[src/seh_map.svh]
`ifndef SEH_MAP_SVH
`define SEH_MAP_SVH

// Register byte offsets on the APB bus
`define SEH_OFF_CTRL       8'h00
`define SEH_OFF_ADDR       8'h04
`define SEH_OFF_WDATA      8'h08
`define SEH_OFF_RDATA      8'h0c
`define SEH_OFF_STATUS     8'h10
`define SEH_OFF_PORT       8'h14

// Control register fields
`define SEH_CTRL_READ      0
`define SEH_CTRL_WRITE     1
`define SEH_CTRL_ERRCLR    2

// Status register fields
`define SEH_STAT_BUSY      0
`define SEH_STAT_ERR       1
`define SEH_STAT_RVALID    2
`define SEH_STAT_ROOM      3

// Read data field: fifo head valid flag
`define SEH_RDATA_VALID    31

// Port image fields
`define SEH_PORT_CLK       0
`define SEH_PORT_DATA      4

// Reset values
`define SEH_ADDR_RST       8'h00
`define SEH_WDATA_RST      14'h0000
`define SEH_LINK_RST       6'h3f

// Link framing counts and read buffer depth
`define SEH_ADDR_BITS      20
`define SEH_WORD_BITS      14
`define SEH_READ_CLKS      1
`define SEH_FIFO_DEPTH     32

// Timing: host clock, link half period, erase and write hold
`define SEH_CLK_NS         5
`define SEH_HALF_US        36
`define SEH_HALF_CYC       ((`SEH_HALF_US * 1000) / `SEH_CLK_NS)
`define SEH_HOLD_US        18000
`define SEH_HOLD_CLKS      ((`SEH_HOLD_US + 2 * `SEH_HALF_US - 1) / (2 * `SEH_HALF_US))

`endif

[src/seh_pkg.sv]
package seh_pkg;

  // Sequencer states, one-hot
  typedef enum logic [6:0] {
    SEH_IDLE  = 7'h01,
    SEH_ADDR  = 7'h02,
    SEH_READ  = 7'h04,
    SEH_SHOUT = 7'h08,
    SEH_ERASE = 7'h10,
    SEH_ACC   = 7'h20,
    SEH_WRITE = 7'h40
  } seh_state_t;

  // Memory mode codes as logic levels {one, direction, three}
  typedef enum logic [2:0] {
    SEH_M_STANDBY = 3'h0,
    SEH_M_ADDR    = 3'h3,
    SEH_M_READ    = 3'h4,
    SEH_M_SHOUT   = 3'h5,
    SEH_M_ERASE   = 3'h2,
    SEH_M_ACC     = 3'h7,
    SEH_M_WRITE   = 3'h6
  } seh_mode_t;

  // Link pins as voltage levels
  typedef struct packed {
    logic memory_link_clock;
    logic mode_line_one;
    logic mode_line_direction;
    logic mode_line_three;
    logic memory_serial_line_o;
    logic memory_serial_line_oe;
  } seh_link_t;

endpackage

[src/seh_sequencer.sv]
// The register offsets and the APB slave port were chosen for this implementation.
`timescale 1ns/1ps
`include "seh_map.svh"

// Word buffer between the link and the bus
module seh_fifo
  import seh_pkg::*;
#(
  parameter int WIDTH = 14,
  parameter int DEPTH = 32
) (
  // Clock and reset
  input  wire logic             clk_sys,
  input  wire logic             rst,
  // Fill side
  input  wire logic             in_valid,
  output logic                  in_ready,
  input  wire logic [WIDTH-1:0] in_data,
  // Drain side
  output logic                  out_valid,
  input  wire logic             out_ready,
  output logic [WIDTH-1:0]      out_data
);
  localparam int AW = $clog2(DEPTH);
  typedef struct packed {
    logic [DEPTH-1:0][WIDTH-1:0] mem;
    logic [AW-1:0]               wr;
    logic [AW-1:0]               rd;
    logic [AW:0]                 cnt;
  } seh_fifo_st_t;
  seh_fifo_st_t fifo_ff;
  seh_fifo_st_t nxt_fifo;
  logic         push;
  logic         pop;
  // Full and empty straight from the occupancy count
  assign in_ready  = fifo_ff.cnt != (AW+1)'(DEPTH);
  assign out_valid = fifo_ff.cnt != '0;
  assign out_data  = fifo_ff.mem[fifo_ff.rd];
  assign push      = in_valid && in_ready;
  assign pop       = out_valid && out_ready;
  // Pointers wrap naturally, so depth must be a power of two
  always_comb begin
    nxt_fifo = fifo_ff;
    if (push) begin
      nxt_fifo.mem[fifo_ff.wr] = in_data;
      nxt_fifo.wr              = AW'(fifo_ff.wr + 1'b1);
    end
    if (pop) begin
      nxt_fifo.rd = AW'(fifo_ff.rd + 1'b1);
    end
    nxt_fifo.cnt = (AW+1)'(fifo_ff.cnt + {{AW{1'b0}}, push} - {{AW{1'b0}}, pop});
  end

  always_ff @(posedge clk_sys or posedge rst) begin
    if (rst) begin
      fifo_ff <= '0;
    end else begin
      fifo_ff <= nxt_fifo;
    end
  end
endmodule

// Functional notes
// - Memory holds 100 words of 14 bits; each word erased and rewritten alone
// - Address goes out as 20 bits: tens one-of-ten code, then units code
// - Five lines: clock, three mode lines, one shared data line
// - Lines are inverted: logic zero is high level, logic one low level
// - Erase sets word to ones; write only follows an erase
// - After every read or write the memory returns to standby
module seh_sequencer
  import seh_pkg::*;
#(
  parameter int HALF_CYC   = `SEH_HALF_CYC,
  parameter int HOLD_CLKS  = `SEH_HOLD_CLKS,
  parameter int FIFO_DEPTH = `SEH_FIFO_DEPTH
) (
  // Clock and reset
  input  wire logic        clk_sys,
  input  wire logic        rst,
  // APB slave
  input  wire logic        psel,
  input  wire logic        penable,
  input  wire logic        pwrite,
  input  wire logic [7:0]  paddr,
  input  wire logic [31:0] pwdata,
  output logic [31:0]      prdata,
  output logic             pready,
  output logic             pslverr,
  // Memory link
  output seh_link_t        link_o,
  input  wire logic        memory_serial_line_i
);
  localparam int DW = $clog2(HALF_CYC);
  localparam int WB = `SEH_WORD_BITS;

  typedef struct packed {
    seh_state_t    st;
    logic [DW-1:0] div;
    logic [7:0]    bits;
    logic [19:0]   asr;
    logic [WB-1:0] dsr;
    logic [7:0]    decimal_word_address;
    logic [WB-1:0] wdata;
    logic          op_write;
    logic          err;
    logic [1:0]    sync;
    seh_link_t     link;
    logic [31:0]   prdata;
    logic          pready;
    logic          pslverr;
    logic          pop_ok;
  } seh_st_t;

  seh_st_t       st_ff;
  seh_st_t       nxt_st;
  logic          tick;
  logic          fall;
  logic          setup;
  logic          access;
  logic          mapped;
  logic [31:0]   rd_mux;
  logic          fifo_push;
  logic [WB-1:0] fifo_push_data;
  logic          fifo_in_ready;
  logic          fifo_out_valid;
  logic          fifo_out_ready;
  logic [WB-1:0] fifo_out_data;
  logic [WB-1:0] rx_word;
  logic [2:0]    mode_now;
  logic          bad_start;

  assign prdata  = st_ff.prdata;
  assign pready  = st_ff.pready;
  assign pslverr = st_ff.pslverr;
  assign link_o  = st_ff.link;

  // Half period of the link clock elapsed
  assign tick   = st_ff.div == DW'(HALF_CYC - 1);
  assign fall   = tick && st_ff.link.memory_link_clock;
  assign setup  = psel && !penable;
  assign access = psel && penable && st_ff.pready;
  assign mapped = paddr inside {`SEH_OFF_CTRL, `SEH_OFF_ADDR, `SEH_OFF_WDATA,
                                `SEH_OFF_RDATA, `SEH_OFF_STATUS, `SEH_OFF_PORT};
  assign rx_word        = {~st_ff.sync[1], st_ff.dsr[WB-1:1]};  // Low level is a one
  assign fifo_out_ready = access && !pwrite && (paddr == `SEH_OFF_RDATA) && st_ff.pop_ok;
  // One-of-ten code of a decimal digit
  function automatic logic [9:0] one_of_ten(input logic [3:0] d);
    one_of_ten = 10'(10'h001 << d);
  endfunction
  // Logic mode code driven in each state
  always_comb begin
    unique case (st_ff.st)
      SEH_ADDR:  mode_now = SEH_M_ADDR;
      SEH_READ:  mode_now = SEH_M_READ;
      SEH_SHOUT: mode_now = SEH_M_SHOUT;
      SEH_ERASE: mode_now = SEH_M_ERASE;
      SEH_ACC:   mode_now = SEH_M_ACC;
      SEH_WRITE: mode_now = SEH_M_WRITE;
      default:   mode_now = SEH_M_STANDBY;
    endcase
  end
  // Register read mux
  always_comb begin
    rd_mux = 32'h0000_0000;
    unique case (paddr)
      `SEH_OFF_ADDR:   rd_mux[7:0] = st_ff.decimal_word_address;
      `SEH_OFF_WDATA:  rd_mux[WB-1:0] = st_ff.wdata;
      `SEH_OFF_RDATA: begin
        rd_mux[WB-1:0]            = fifo_out_data;
        rd_mux[`SEH_RDATA_VALID]  = fifo_out_valid;
      end
      `SEH_OFF_STATUS: begin
        rd_mux[`SEH_STAT_BUSY]   = st_ff.st != SEH_IDLE;
        rd_mux[`SEH_STAT_ERR]    = st_ff.err;
        rd_mux[`SEH_STAT_RVALID] = fifo_out_valid;
        rd_mux[`SEH_STAT_ROOM]   = fifo_in_ready;
      end
      `SEH_OFF_PORT: begin
        rd_mux[`SEH_PORT_CLK] = st_ff.link.memory_link_clock;
        rd_mux[3:1]           = {st_ff.link.mode_line_three, st_ff.link.mode_line_direction,
                                 st_ff.link.mode_line_one};
        rd_mux[`SEH_PORT_DATA] = st_ff.link.memory_serial_line_oe ?
                                 st_ff.link.memory_serial_line_o : st_ff.sync[1];
      end
      default:         rd_mux = 32'h0000_0000;
    endcase
  end

  // Digits above nine, or a full buffer on a read start, refuse the start
  assign bad_start = (st_ff.decimal_word_address[7:4] > 4'h9) ||
                     (st_ff.decimal_word_address[3:0] > 4'h9) ||
                     (!pwdata[`SEH_CTRL_WRITE] && !fifo_in_ready);

  // Whole next state
  always_comb begin
    nxt_st         = st_ff;
    fifo_push      = 1'b0;
    fifo_push_data = rx_word;
    nxt_st.sync    = {st_ff.sync[0], memory_serial_line_i};
    // Zero-wait APB answer, data latched in the setup cycle
    nxt_st.pready  = setup;
    nxt_st.pslverr = setup && !mapped;
    nxt_st.prdata  = (setup && !pwrite) ? rd_mux : 32'h0000_0000;
    nxt_st.pop_ok  = setup && !pwrite && (paddr == `SEH_OFF_RDATA) && fifo_out_valid;
    if (access && pwrite) begin
      unique case (paddr)
        `SEH_OFF_ADDR:  nxt_st.decimal_word_address = pwdata[7:0];
        `SEH_OFF_WDATA: nxt_st.wdata = pwdata[WB-1:0];
        `SEH_OFF_CTRL: begin
          if (pwdata[`SEH_CTRL_ERRCLR]) begin
            nxt_st.err = 1'b0;
          end
          // Starts only from idle; a refused start wins over the clear
          if (st_ff.st == SEH_IDLE && (pwdata[`SEH_CTRL_READ] || pwdata[`SEH_CTRL_WRITE])) begin
            if (bad_start) begin
              nxt_st.err = 1'b1;
            end else begin
              nxt_st.st       = SEH_ADDR;
              nxt_st.bits     = 8'(`SEH_ADDR_BITS);
              nxt_st.asr      = {one_of_ten(st_ff.decimal_word_address[3:0]),
                                 one_of_ten(st_ff.decimal_word_address[7:4])};
              nxt_st.op_write = pwdata[`SEH_CTRL_WRITE];
              nxt_st.div      = '0;
              nxt_st.link.memory_link_clock = 1'b0;
            end
          end
        end
        default: ;
      endcase
    end
    // Link sequencer; the clock toggles on every tick while busy
    if (st_ff.st != SEH_IDLE) begin
      nxt_st.div = tick ? '0 : DW'(st_ff.div + 1'b1);
      if (tick && !st_ff.link.memory_link_clock && st_ff.bits == 8'd0) begin
        // Last bit ended on a fall; only now rise into standby
        nxt_st.st   = SEH_IDLE;
        nxt_st.link = seh_link_t'(`SEH_LINK_RST);
      end else if (tick && !st_ff.link.memory_link_clock) begin
        // Rising: new mode and data bit while the clock is high
        nxt_st.link.memory_link_clock = 1'b1;
        {nxt_st.link.mode_line_one, nxt_st.link.mode_line_direction,
         nxt_st.link.mode_line_three} = ~mode_now;
        nxt_st.link.memory_serial_line_oe = st_ff.st != SEH_SHOUT;
        unique case (st_ff.st)
          SEH_ADDR: nxt_st.link.memory_serial_line_o = ~st_ff.asr[0];
          SEH_ACC:  nxt_st.link.memory_serial_line_o = ~st_ff.dsr[0];
          default:  nxt_st.link.memory_serial_line_o = 1'b1;
        endcase
      end else if (fall) begin
        // Falling: sample, shift and count the bit
        nxt_st.link.memory_link_clock = 1'b0;
        nxt_st.bits = 8'(st_ff.bits - 8'd1);
        if (st_ff.st == SEH_ADDR) begin
          nxt_st.asr = {1'b0, st_ff.asr[19:1]};
        end
        if (st_ff.st == SEH_ACC) begin
          nxt_st.dsr = {1'b0, st_ff.dsr[WB-1:1]};
        end
        if (st_ff.st == SEH_SHOUT) begin
          nxt_st.dsr = rx_word;
        end
        if (st_ff.bits == 8'd1) begin
          unique case (st_ff.st)
            SEH_ADDR: begin
              nxt_st.st   = st_ff.op_write ? SEH_ERASE : SEH_READ;
              nxt_st.bits = st_ff.op_write ? 8'(HOLD_CLKS) : 8'(`SEH_READ_CLKS);
            end
            SEH_READ: begin
              nxt_st.st   = SEH_SHOUT;
              nxt_st.bits = 8'(WB);
            end
            SEH_ERASE: begin
              nxt_st.st   = SEH_ACC;
              nxt_st.bits = 8'(WB);
              nxt_st.dsr  = st_ff.wdata;
            end
            SEH_ACC: begin
              nxt_st.st   = SEH_WRITE;
              nxt_st.bits = 8'(HOLD_CLKS);
            end
            default: begin
              // Shift-out or write done: push the word after a shift-out only; the bit still ends low
              fifo_push = st_ff.st == SEH_SHOUT;
            end
          endcase
        end
      end
    end
  end

  always_ff @(posedge clk_sys or posedge rst) begin
    if (rst) begin
      st_ff <= '{st: SEH_IDLE, decimal_word_address: `SEH_ADDR_RST, wdata: `SEH_WDATA_RST,
                 link: seh_link_t'(`SEH_LINK_RST), default: '0};
    end else begin
      st_ff <= nxt_st;
    end
  end

  // Read words wait here; a full buffer refuses new reads
  seh_fifo #(.WIDTH (WB), .DEPTH (FIFO_DEPTH)) u_fifo (
    .clk_sys   (clk_sys),
    .rst       (rst),
    .in_valid  (fifo_push),
    .in_ready  (fifo_in_ready),
    .in_data   (fifo_push_data),
    .out_valid (fifo_out_valid),
    .out_ready (fifo_out_ready),
    .out_data  (fifo_out_data)
  );
endmodule

[config.mk]
export PLATFORM = sky130hd
export DESIGN_NAME = seh_sequencer
export DESIGN_NICKNAME = d
export VERILOG_FILES = /design/src/seh_pkg.sv /design/src/seh_sequencer.sv
export VERILOG_INCLUDE_DIRS = /design/src
export SDC_FILE = /design/constraint.sdc
export NUM_CORES = 1
export LEC_CHECK = 0
export BUFFER_PORTS_ARGS = -buffer_cell sky130_fd_sc_hd__buf_2
export CAP_MARGIN = 30
export CORE_MARGIN = 2
export CORE_UTILIZATION = 35
export DETAILED_ROUTE_END_ITERATION = 8
export HOLD_SLACK_MARGIN = 0.06
export PLACE_DENSITY = 0.54
export REMOVE_ABC_BUFFERS = 1
export SLEW_MARGIN = 20
export SYNTH_ARGS = -nofsm -noshare
export SYNTH_HDL_FRONTEND = slang
export SYNTH_SLANG_ARGS = --single-unit
[constraint.sdc]
create_clock -name clk_sys -period 22.9 [get_ports clk_sys]
set_clock_uncertainty 0.05 [all_clocks]
set_input_delay 4.58 -clock clk_sys [delete_from_list [all_inputs] [get_ports clk_sys]]
set_output_delay 4.58 -clock clk_sys [all_outputs]
set_load 0.01 [all_outputs]
==> impl_summary.log, run 1 <==
INFO  metric report.final.hold_viol_count = 0
INFO  metric antenna_violations_before_repair = 3
INFO  metric drv_slew = 0
INFO  metric unrepaired_setup_endpoints_after_global_routing = false
INFO  metric fraction_of_final_layout_cells_with_drive_strength_greater_than_1 = 38.4%
INFO  metric fin_worst_setup_slack = 15.42 ns
INFO  metric setup-violations-final = 0
INFO  metric run_status = completed
INFO  metric largest_net_degree_at_the_start_of_global_routing = 124
INFO  metric tot_pwr = 2.12 mW
INFO  metric detailroute.via_count = 16733
INFO  metric floorplan.die.height = 287 µm
INFO  metric fraction_of_synthesized_cell_area_taken_by_the_top_area_cell_type = 50.9%
INFO  metric grt_pass1_wl = 110 mm
INFO  metric final_period_minus_worst_setup_slack = 7.48 ns
INFO  metric power_per_cell_area = 67.9 mW/mm²
INFO  metric worstRegToRegCells = 6
INFO  metric synth_cells = 2022
INFO  metric grt_pass1_vias = 17237
INFO  metric critPathMaxStageDelay = 0.96 ns
INFO  metric portBuffers = 50
INFO  metric hp-class = register to register
INFO  metric worstPathCellList = buf_2, nor3_1, nand3b_1, nor4b_2, ha_1, inv_1, ha_1, inv_1, fa_1, inv_1, a21oi_1, nor2_1, nor2_1, xnor2_1
INFO  metric static_leakage = 14.7 nW
INFO  metric critical_path.startpoint_type = input port
INFO  metric cts.htree.levels = 3
INFO  metric synth_area_leaders = dfrtp_1 (51%), mux2_2 (13%), mux2_4 (6.8%)
INFO  metric multiInputGateArea = 0.0123 mm²
INFO  metric holdBufCountCts = 0
INFO  metric dr.first_iter.drc_count = 1038
INFO  metric tritoncts_sink_count = 576
INFO  metric final-seq-area = 0.0144 mm²
INFO  metric gpl.final_weighted_congestion = 0.863
INFO  metric path_max_fanout = 13
INFO  metric fillerInstances = 7284
INFO  metric synth_seq_area_share = 51.6%
INFO  metric largest_voltage_drop_on_the_vdd_net = 0.0000519 V
INFO  metric worst_ep_arrival_time = 7.91 ns
INFO  metric crit_required = 23.33 ns
INFO  metric synth.cells.most_frequent = dfrtp_1 (569), mux2_2 (314), mux2_4 (126)
INFO  metric detail_route.wirelength = 71.1 mm
INFO  metric fmax = 134 MHz
INFO  metric postSynth.asyncResetShare = 100%
INFO  metric post-place-ws = 14.79 ns
INFO  metric cts_root_buf = clkbuf_16
INFO  metric timing.critical_path.slowest_stage_cell = nor4b_2
INFO  metric cts.clk_slew.worst_paths = 0.06 ns
INFO  metric globalRouteOverflowTotal = 0
INFO  metric tritoncts.num_buffers = 67
INFO  metric yosysWarnings = 0
INFO  metric grt_util_all_layers = 17.5%
INFO  metric fp.dieArea = 0.0822 mm²
INFO  metric io_pins = 86
INFO  metric ant_nets = 0
INFO  metric post_cts_buffers = 0
INFO  metric synth-main-ff-cell = dfrtp_1
INFO  metric cp-end-kind = register
INFO  metric later_pin_clock_latency_in_the_skew_report = 0.61 ns
INFO  metric initial_core_utilization = 35.4%
INFO  metric syn_avg_cell_area = 13.8 µm²
INFO  metric synth.lib_cells_used.distinct = 77
INFO  metric slew_headroom = 33.6%
INFO  metric drtPass1Iterations = 5
INFO  metric final.period_utilization = 32.7%
INFO  metric critical_setup_path_class = input port to register
INFO  metric cp_common_cell = inv_1
INFO  metric die_width = 287 µm
INFO  metric setup.reg_to_reg.worst_slack = 18.78 ns
INFO  metric drt_drc_violations_left = 0
INFO  metric drt-vias-per-instance = 5.40
INFO  metric number_of_placement_rows = 103
INFO  metric cts.repair.resized = 0
INFO  metric endpoint = u_fifo.fifo_ff[4]
INFO  metric synth.largest_area_cell = dfrtp_1
INFO  metric drv_cap = 0
INFO  metric critical_path.startpoint = paddr[1]
INFO  metric cts_tree = built
INFO  metric register_bit_total_from_synthesis = 576
INFO  metric detailedPlacementHpwl = 43.9 mm
INFO  metric tns = 0 ns
INFO  metric avgRoutedWirePerCell = 22.9 µm
INFO  metric clock_path_buffers = 3
INFO  metric synth_most_common_cell = dfrtp_1
INFO  metric nets = 2062
INFO  metric core_region_area = 0.0790 mm²
INFO  metric timing_worst_slew_pin_value = 0.997 ns
INFO  metric synthesized_cell_area = 0.0280 mm²
INFO  metric critical_path.reg2reg.startpoint = st_ff[106]
INFO  metric edff_count_synth = 0
INFO  metric regToRegEndpoint = u_fifo.fifo_ff[299]
INFO  metric areaGrowthSynthToFinish = 11.4%
[sequential cells by signal, summed over array words and instances (netlist names)]
register        count
fifo_push_data     13
u_fifo.fifo_ff    464
pslverr             1
st_ff              75
prdata             15
link_o              6
pready              1
nxt_st              1
[report_power, final]
group          internal (mW)  switching [mW]  total (mW)
clock                  0.631           0.434        1.07
combinational        0.00570          0.0277      0.0335
sequential              1.02        0.000330        1.02
[metal layers]
metal	vias to the layer above	part of all wire (%)	GRT usage, %	wire length, µm
li1	7346	-	-	-
met1	8877	48	25.5	33800
met2	395	44	26.1	31400
met3	111	5.4	3.56	3830
met4	4	2.8	5.64	2000
met5	-	0.038	0	27
[cells in the final DEF (no fill, tap or decap), drive strengths merged, types with 7 or more instances in the layout]
cell type | netlist | routed
mux4 | 81 | 81
or2 | 8 | 8
dfrtp | 569 | 569
nor3 | 24 | 24
conb | 1 | 17
xor2 | 11 | 11
o22ai | 37 | 37
a22oi | 7 | 7
ha | 18 | 18
dfstp | 7 | 7
clkinv | 0 | 13
a32o | 11 | 11
mux2i | 113 | 113
nand4 | 9 | 9
a211oi | 14 | 14
buf | 117 | 94
a2bb2oi | 14 | 14
o221ai | 14 | 14
a22o | 7 | 7
o221a | 18 | 18
mux2 | 447 | 447
a21oi | 26 | 26
nand2b | 8 | 8
nand3 | 53 | 53
xnor2 | 10 | 10
nand2 | 40 | 40
nor2 | 50 | 50
inv | 57 | 60
o21ai | 71 | 71
clkbuf | 87 | 101
a21o | 7 | 7
nor2b | 8 | 8
[metrics by stage]
step	hold WS, ns	cells	utilization, %	instance area (µm²)
5_1_grt	0.309	3097	39.5	31200
3_3_place_gp	0.286	2967	36.4	28800
2_1_floorplan	0.281	1834	-	26900
4_1_cts	0.299	3092	39.3	31100
6_report	0.298	3098	39.5	31200
3_5_place_dp	0.286	2973	36.5	28900
[area by class of cell]
cell class | instances | share of cell area (%)
Multi-Input combinational cell | 1201 | 39.5
Timing Repair Buffer | 94 | 2.25
Clock buffer | 101 | 6.44
Clock inverter | 18 | 0.602
Sequential cell | 576 | 46.3
Inverter | 57 | 0.710
Tap cell | 1050 | 4.21
Antenna cell | 1 | 0.00803
[kinds of logic (layout without fill, tap and decap cells)]
family	count (synthesis)	after routing	share of synthesized area, %
other cells	1	18	0.0134
buf+inv	261	270	4.75
xor+xnor	21	21	0.657
simple gates	247	247	5.49
flops	576	576	51.6
mux	641	641	30.2
compound gates	256	256	6.42
fa+ha+maj	19	19	0.877
[critical path, delay by kind of cell]
kind	cells	cell delay [ns]
XOR/XNOR	1	0.12
AO/OA/AOI/OAI	1	0.06
buffers and inverters	4	0.28
AND/OR/NAND/NOR	5	1.93
adder cells (fa/ha/maj)	3	0.94
[worst min-delay path by stage]
stage / startpoint / endpoint / slack (ns) / depth (start not counted)
2_1_floorplan: nxt_st[42] / st_ff[42] / 0.28 / 0
3_3_place_gp: nxt_st[42] / st_ff[42] / 0.29 / 0
3_5_place_dp: nxt_st[42] / st_ff[42] / 0.29 / 0
4_1_cts: nxt_st[42] / st_ff[42] / 0.30 / 0
5_1_grt: nxt_st[42] / st_ff[42] / 0.31 / 0
6_report: nxt_st[42] / st_ff[42] / 0.30 / 0
No activity file was read; power rests on OpenSTA's default activity.
==> run 2, diff against run 1 <==
PLACE_DENSITY = 0.56   (was 0.54)
clock period = 6.2 ns   (was 22.9 ns; I/O delays follow)
==> impl_summary.log, run 2 (same netlist as run 1, synthesis figures left out) <==
INFO  metric fp.dieArea = 0.0822 mm²
INFO  metric cts_root_buf = clkbuf_16
INFO  metric crit_required = 6.63 ns
INFO  metric dr_wl_met3 = 3.19 mm
INFO  metric fmax = 247 MHz
INFO  metric floorplan.die.height = 287 µm
INFO  metric most-common-layout-cells = dfrtp_1 (563), mux2_2 (314), mux2_4 (126)
INFO  metric detailroute.via_count = 16641
INFO  metric later_pin_clock_latency_in_the_skew_report = 0.62 ns
INFO  metric critical_setup_path_class = input port to register
INFO  metric critical_path.startpoint = paddr[1]
INFO  metric grt_util_all_layers = 17.7%
INFO  metric antenna_violations_before_repair = 0
INFO  metric path_max_fanout = 13
INFO  metric report.final.hold_viol_count = 0
INFO  metric areaGrowthSynthToFinish = 11.3%
INFO  metric slew_headroom = 30.5%
INFO  metric nets = 2055
INFO  metric clock_path_buffers = 3
INFO  metric worst_ep_arrival_time = 4.47 ns
INFO  metric final.period_utilization = 65.2%
INFO  metric drv_slew = 0
INFO  metric holdBufCountCts = 0
INFO  metric setup-violations-final = 0
INFO  metric cts_tree = built
INFO  metric io_pins = 86
INFO  metric layout_commonest_cell = dfrtp_1
INFO  metric die_width = 287 µm
INFO  metric ant_nets = 0
INFO  metric drtPass1Iterations = 5
INFO  metric worstHoldStart = nxt_st[42]
INFO  metric drt_drc_violations_left = 0
INFO  metric critical_path.startpoint_type = input port
INFO  metric core_region_area = 0.0790 mm²
INFO  metric run_status = completed
INFO  metric avgRoutedWirePerCell = 23.0 µm
INFO  metric detailedPlacementHpwl = 44.3 mm
INFO  metric timing_worst_slew_pin_value = 1.04 ns
INFO  metric cts.clk_slew.worst_paths = 0.06 ns
INFO  metric largest_voltage_drop_on_the_vdd_net = 0.000162 V
INFO  metric cts.htree.levels = 3
INFO  metric cp-end-kind = register
INFO  metric fraction_of_final_layout_cells_with_drive_strength_greater_than_1 = 38.7%
INFO  metric grt_pass1_wl = 111 mm
INFO  metric gpl.final_weighted_congestion = 0.843
INFO  metric cts.repair.resized = 0
INFO  metric portBuffers = 50
INFO  metric fin_worst_hold_slack = 0.305 ns
INFO  metric detail_route.wirelength.met1 = 33.1 mm
INFO  metric critical_path.reg2reg.startpoint = st_ff[107]
INFO  metric power_per_cell_area = 251 mW/mm²
INFO  metric placed_instance_count = 2968
INFO  metric grt_pass1_vias = 17638
INFO  metric drv_cap = 0
INFO  metric unrepaired_setup_endpoints_after_global_routing = false
INFO  metric largest_reg_flops = 464
INFO  metric number_of_placement_rows = 103
INFO  metric drt-vias-per-instance = 5.38
INFO  metric detail_route.wirelength = 71.1 mm
INFO  metric tot_pwr = 7.80 mW
INFO  metric max_flop_register = u_fifo.fifo_ff
INFO  metric globalRouteOverflowTotal = 0
INFO  metric final_period_minus_worst_setup_slack = 4.04 ns
INFO  metric largest_net_degree_at_the_start_of_global_routing = 170
INFO  metric tritoncts_sink_count = 576
INFO  metric routed.top_layer = met4
INFO  metric post_cts_buffers = 0
INFO  metric initial_core_utilization = 35.4%
INFO  metric static_leakage = 14.6 nW
INFO  metric wl_met2 = 33.4 mm
INFO  metric final_cells = 3093
INFO  metric tritoncts.num_buffers = 66
INFO  metric hp-class = register to register
INFO  metric dr.first_iter.drc_count = 1297
-- run 2: per-layer routing --
| metal | up-vias | track usage, % |
|---|---|---|
| met5 | - | 0 |
| met4 | 0 | 4.15 |
| met3 | 94 | 3.15 |
| met2 | 385 | 28.5 |
| met1 | 8817 | 24.8 |
| li1 | 7345 | - |
-- run 2: final cells by class --
| type | count | area (µm²) |
|---|---|---|
| inverters | 57 | 221 |
| fillers | 7361 | 47900 |
| well taps | 1050 | 1310 |
| flip-flops and latches | 576 | 14400 |
| clock buffers | 103 | 2050 |
| multi-input cells | 1201 | 12300 |
| repair buffers | 88 | 629 |
| diodes | 2 | 5.00 |
| clock inverters | 16 | 148 |
-- run 2: where the power goes --
group          switching [mW]  total [mW]  internal [mW]
clock                    1.60        3.93           2.32
sequential            0.00120        3.76           3.76
combinational          0.0982       0.113         0.0148
-- run 2: final timing paths --
check | endpoint | slack, ns | depth (start not counted)
max reg2reg | u_fifo.fifo_ff[442] | 2.16 | 6
min reg2reg | st_ff[42] | 0.30 | 0
min in group asynchronous | st_ff[120] | 0.72 | 2
min | st_ff[42] | 0.30 | 0
max | u_fifo.fifo_ff[4] | 2.16 | 14
max in group asynchronous | u_fifo.fifo_ff[96] | 3.87 | 3
-- run 2: stage by stage --
| step | setup slack [ns] | util [%] | setup TNS, ns | area, µm² |
|---|---|---|---|---|
| after global placement | 1.62 | 36.4 | 0 | 28800 |
| after global routing | 1.92 | 39.4 | 0 | 31100 |
| after CTS | 2.20 | 39.3 | 0 | 31100 |
| final | 2.16 | 39.4 | 0 | 31100 |
| after detailed placement | 1.59 | 36.6 | 0 | 28900 |
| after floorplan | -11.19 | - | -6414.92 | 26900 |
-- run 2: critical path, cell delays in order --
cell and delay, ns:
buf_2 0.09, nor3_1 0.30, nand3b_1 0.51, nor4b_2 0.86, ha_1 0.35, inv_1 0.06
ha_1 0.16, inv_1 0.07, fa_1 0.44, inv_1 0.07, a21oi_1 0.06, nor2_1 0.09
nor2_1 0.05, xnor2_1 0.11
==> run 3, diff against run 2 <==
ABC_AREA = 1   (was not set)
clock period = 3.5 ns   (was 6.2 ns; I/O delays follow)
==> impl_summary.log, run 3 <==
INFO  metric run_status = completed
INFO  metric report.final.hold_viol_count = 0
INFO  metric worst_ep_arrival_time = 3.38 ns
INFO  metric largest_voltage_drop_on_the_vdd_net = 0.000399 V
INFO  metric dr.first_iter.drc_count = 3142
INFO  metric clock_group_share_of_total_power = 52.3%
INFO  metric grt_util_all_layers = 22.9%
INFO  metric crit_required = 3.91 ns
INFO  metric fraction_of_synthesized_cell_area_taken_by_the_top_area_cell_type = 45.8%
INFO  metric final.period_utilization = 84.7%
INFO  metric synthesized_cell_area = 0.0311 mm²
INFO  metric drt_drc_violations_left = 0
INFO  metric static_leakage = 18.1 nW
INFO  metric globalRouteOverflowTotal = 0
INFO  metric critical_setup_path_class = register to register
INFO  metric areaGrowthSynthToFinish = 12.5%
INFO  metric post-place-ws = 0.361 ns
INFO  metric detailedPlacementHpwl = 65.8 mm
INFO  metric core_region_area = 0.0882 mm²
INFO  metric worstPathCellList = inv_6, buf_12, nand2_1, nand3_1, nand3_1, nand2_1, nor2_1, nand2_1, nand3_1, a21oi_1
INFO  metric cts.htree.levels = 3
INFO  metric syn_avg_cell_area = 7.25 µm²
INFO  metric cts.repair.resized = 0
INFO  metric ant_nets = 0
INFO  metric floorplan.die.height = 302 µm
INFO  metric global_route.usage.met2 = 34.3%
INFO  metric cts_tree = built
INFO  metric slew_headroom = 32.6%
INFO  metric timing_worst_slew_pin_value = 1.01 ns
INFO  metric max_flop_register = u_fifo.fifo_ff
INFO  metric yosysWarnings = 0
INFO  metric synth_area_leaders = dfrtp_1 (46%), nand2_1 (21%), nand4_1 (9.1%)
INFO  metric fraction_of_power_spent_switching_nets = 22.1%
INFO  metric initial_core_utilization = 35.3%
INFO  metric timing.critical_path.slowest_stage_cell = dfrtp_4
INFO  metric design_area_final = 0.0350 mm²
INFO  metric fmax = 337 MHz
INFO  metric global_route.usage.met1 = 33.7%
INFO  metric most-common-layout-cells = nand2_1 (1719), dfrtp_1 (554), nand4_1 (455)
INFO  metric path_delay_family = simple AND/OR/NAND/NOR gates
INFO  metric layout_commonest_cell = nand2_1
INFO  metric clock_path_buffers = 3
INFO  metric internal-power = 11.2 mW
INFO  metric drtPass1Iterations = 6
INFO  metric detailroute.via_count = 28559
INFO  metric postSynth.asyncResetShare = 100%
INFO  metric die_width = 302 µm
INFO  metric cp-end-kind = register
INFO  metric cts_root_buf = clkbuf_16
INFO  metric portBuffers = 50
INFO  metric place_area = 0.0327 mm²
INFO  metric fin_worst_setup_slack = 0.535 ns
INFO  metric final_period_minus_worst_setup_slack = 2.97 ns
INFO  metric drv_cap = 0
INFO  metric critPathMaxStageDelay = 0.65 ns
INFO  metric final_cells = 5414
INFO  metric fin_worst_hold_slack = 0.105 ns
INFO  metric netSwitchingPower = 3.20 mW
INFO  metric path_max_fanout = 67
INFO  metric synth_seq_area_share = 46.4%
INFO  metric timing.critical_path.buf_inv = 2
INFO  metric power_per_cell_area = 412 mW/mm²
INFO  metric largest_net_degree_at_the_start_of_global_routing = 108
INFO  metric synth-main-ff-cell = dfrtp_1
INFO  metric drv_slew = 0
INFO  metric synth.largest_area_cell = dfrtp_1
INFO  metric met3_usage = 3.48%
INFO  metric unrepaired_setup_endpoints_after_global_routing = false
INFO  metric placed_instance_count = 5293
INFO  metric setup-violations-final = 0
INFO  metric register_bit_total_from_synthesis = 576
INFO  metric detail_route.wirelength = 104 mm
INFO  metric holdBufCountCts = 0
INFO  metric power.combinational.fraction = 1.5%
INFO  metric critical_path.startpoint_type = register
INFO  metric seq_power_share = 46.2%
INFO  metric grt_pass1_wl = 164 mm
INFO  metric gpl.final_weighted_congestion = 0.882
INFO  metric post_cts_buffers = 0
INFO  metric avgRoutedWirePerCell = 19.3 µm
INFO  metric synth_cells = 4290
INFO  metric fraction_of_final_layout_cells_with_drive_strength_greater_than_1 = 8.97%
INFO  metric antenna-diode-count = 0
INFO  metric nets = 4263
INFO  metric tot_pwr = 14.4 mW
INFO  metric synth.cells.most_frequent = nand2_1 (1719), dfrtp_1 (569), nand4_1 (455)
INFO  metric later_pin_clock_latency_in_the_skew_report = 0.62 ns
INFO  metric largest_reg_flops = 464
INFO  metric hp-class = input port to async pin
INFO  metric antenna_violations_before_repair = 0
INFO  metric synth_most_common_cell = nand2_1
INFO  metric cts.clk_slew.worst_paths = 0.06 ns
INFO  metric synth.lib_cells_used.distinct = 41
INFO  metric drt-vias-per-instance = 5.28
INFO  metric tritoncts.num_buffers = 68
INFO  metric edff_count_synth = 0
INFO  metric grt.busiest_layer = met2
INFO  metric fp.dieArea = 0.0913 mm²
INFO  metric tns = 0 ns
INFO  metric io_pins = 86
INFO  metric number_of_placement_rows = 109
INFO  metric post-route-util = 39.7%
INFO  metric grt_pass1_vias = 27160
INFO  metric tritoncts_sink_count = 576
-- run 3: power by group through the flow --
stage / Clock (mW) / Combinational [mW] / Sequential, mW
floorplan: 0 / 0.123 / 6.79
global placement: 0 / 0.234 / 6.79
detailed placement: 0 / 0.235 / 6.79
CTS: 7.70 / 0.236 / 6.67
global route: 7.96 / 0.258 / 6.66
finish: 7.55 / 0.223 / 6.67
-- run 3: metal layers --
metal  wire [µm]  vias to the layer above
met1       48400                    13774
met2       46000                      947
li1            -                    13670
met4        3130                        0
met3        6890                      168
met5           0                        -
-- run 3: cell type report --
type | count | area [µm²]
multi-input combinational | 3041 | 13800
sequential | 576 | 14400
clock buffer | 100 | 2030
tap | 1165 | 1460
fill | 9226 | 53200
inverter | 315 | 1200
clock inverter | 21 | 307
timing repair buffer | 196 | 1730
-- run 3: logic make-up (layout without fill, tap and decap cells) --
family | count (synthesis) | count (layout) | share of synthesized area [%]
compound gates | 162 | 162 | 2.78
xor+xnor | 18 | 18 | 0.507
fa+ha+maj | 19 | 19 | 0.788
buf+inv | 689 | 632 | 9.39
flops | 576 | 576 | 46.4
mux | 4 | 4 | 0.145
other cells | 1 | 17 | 0.0121
simple gates | 2821 | 2821 | 40.0
-- run 3: worst paths after layout --
kind | from | to | slack [ns] | depth (start not counted)
setup reg to reg | u_fifo.fifo_ff[6] | prdata[7] | 0.53 | 10
max in group asynchronous | rst | u_fifo.fifo_ff[199] | 2.32 | 4
min in group clk_sys | memory_serial_line_i | nxt_st[42] | 0.16 | 1
hold / removal | rst | u_fifo.fifo_ff[0] | 0.10 | 2
hold reg to reg | nxt_st[42] | st_ff[42] | 0.30 | 0
setup / recovery | u_fifo.fifo_ff[6] | prdata[7] | 0.53 | 10
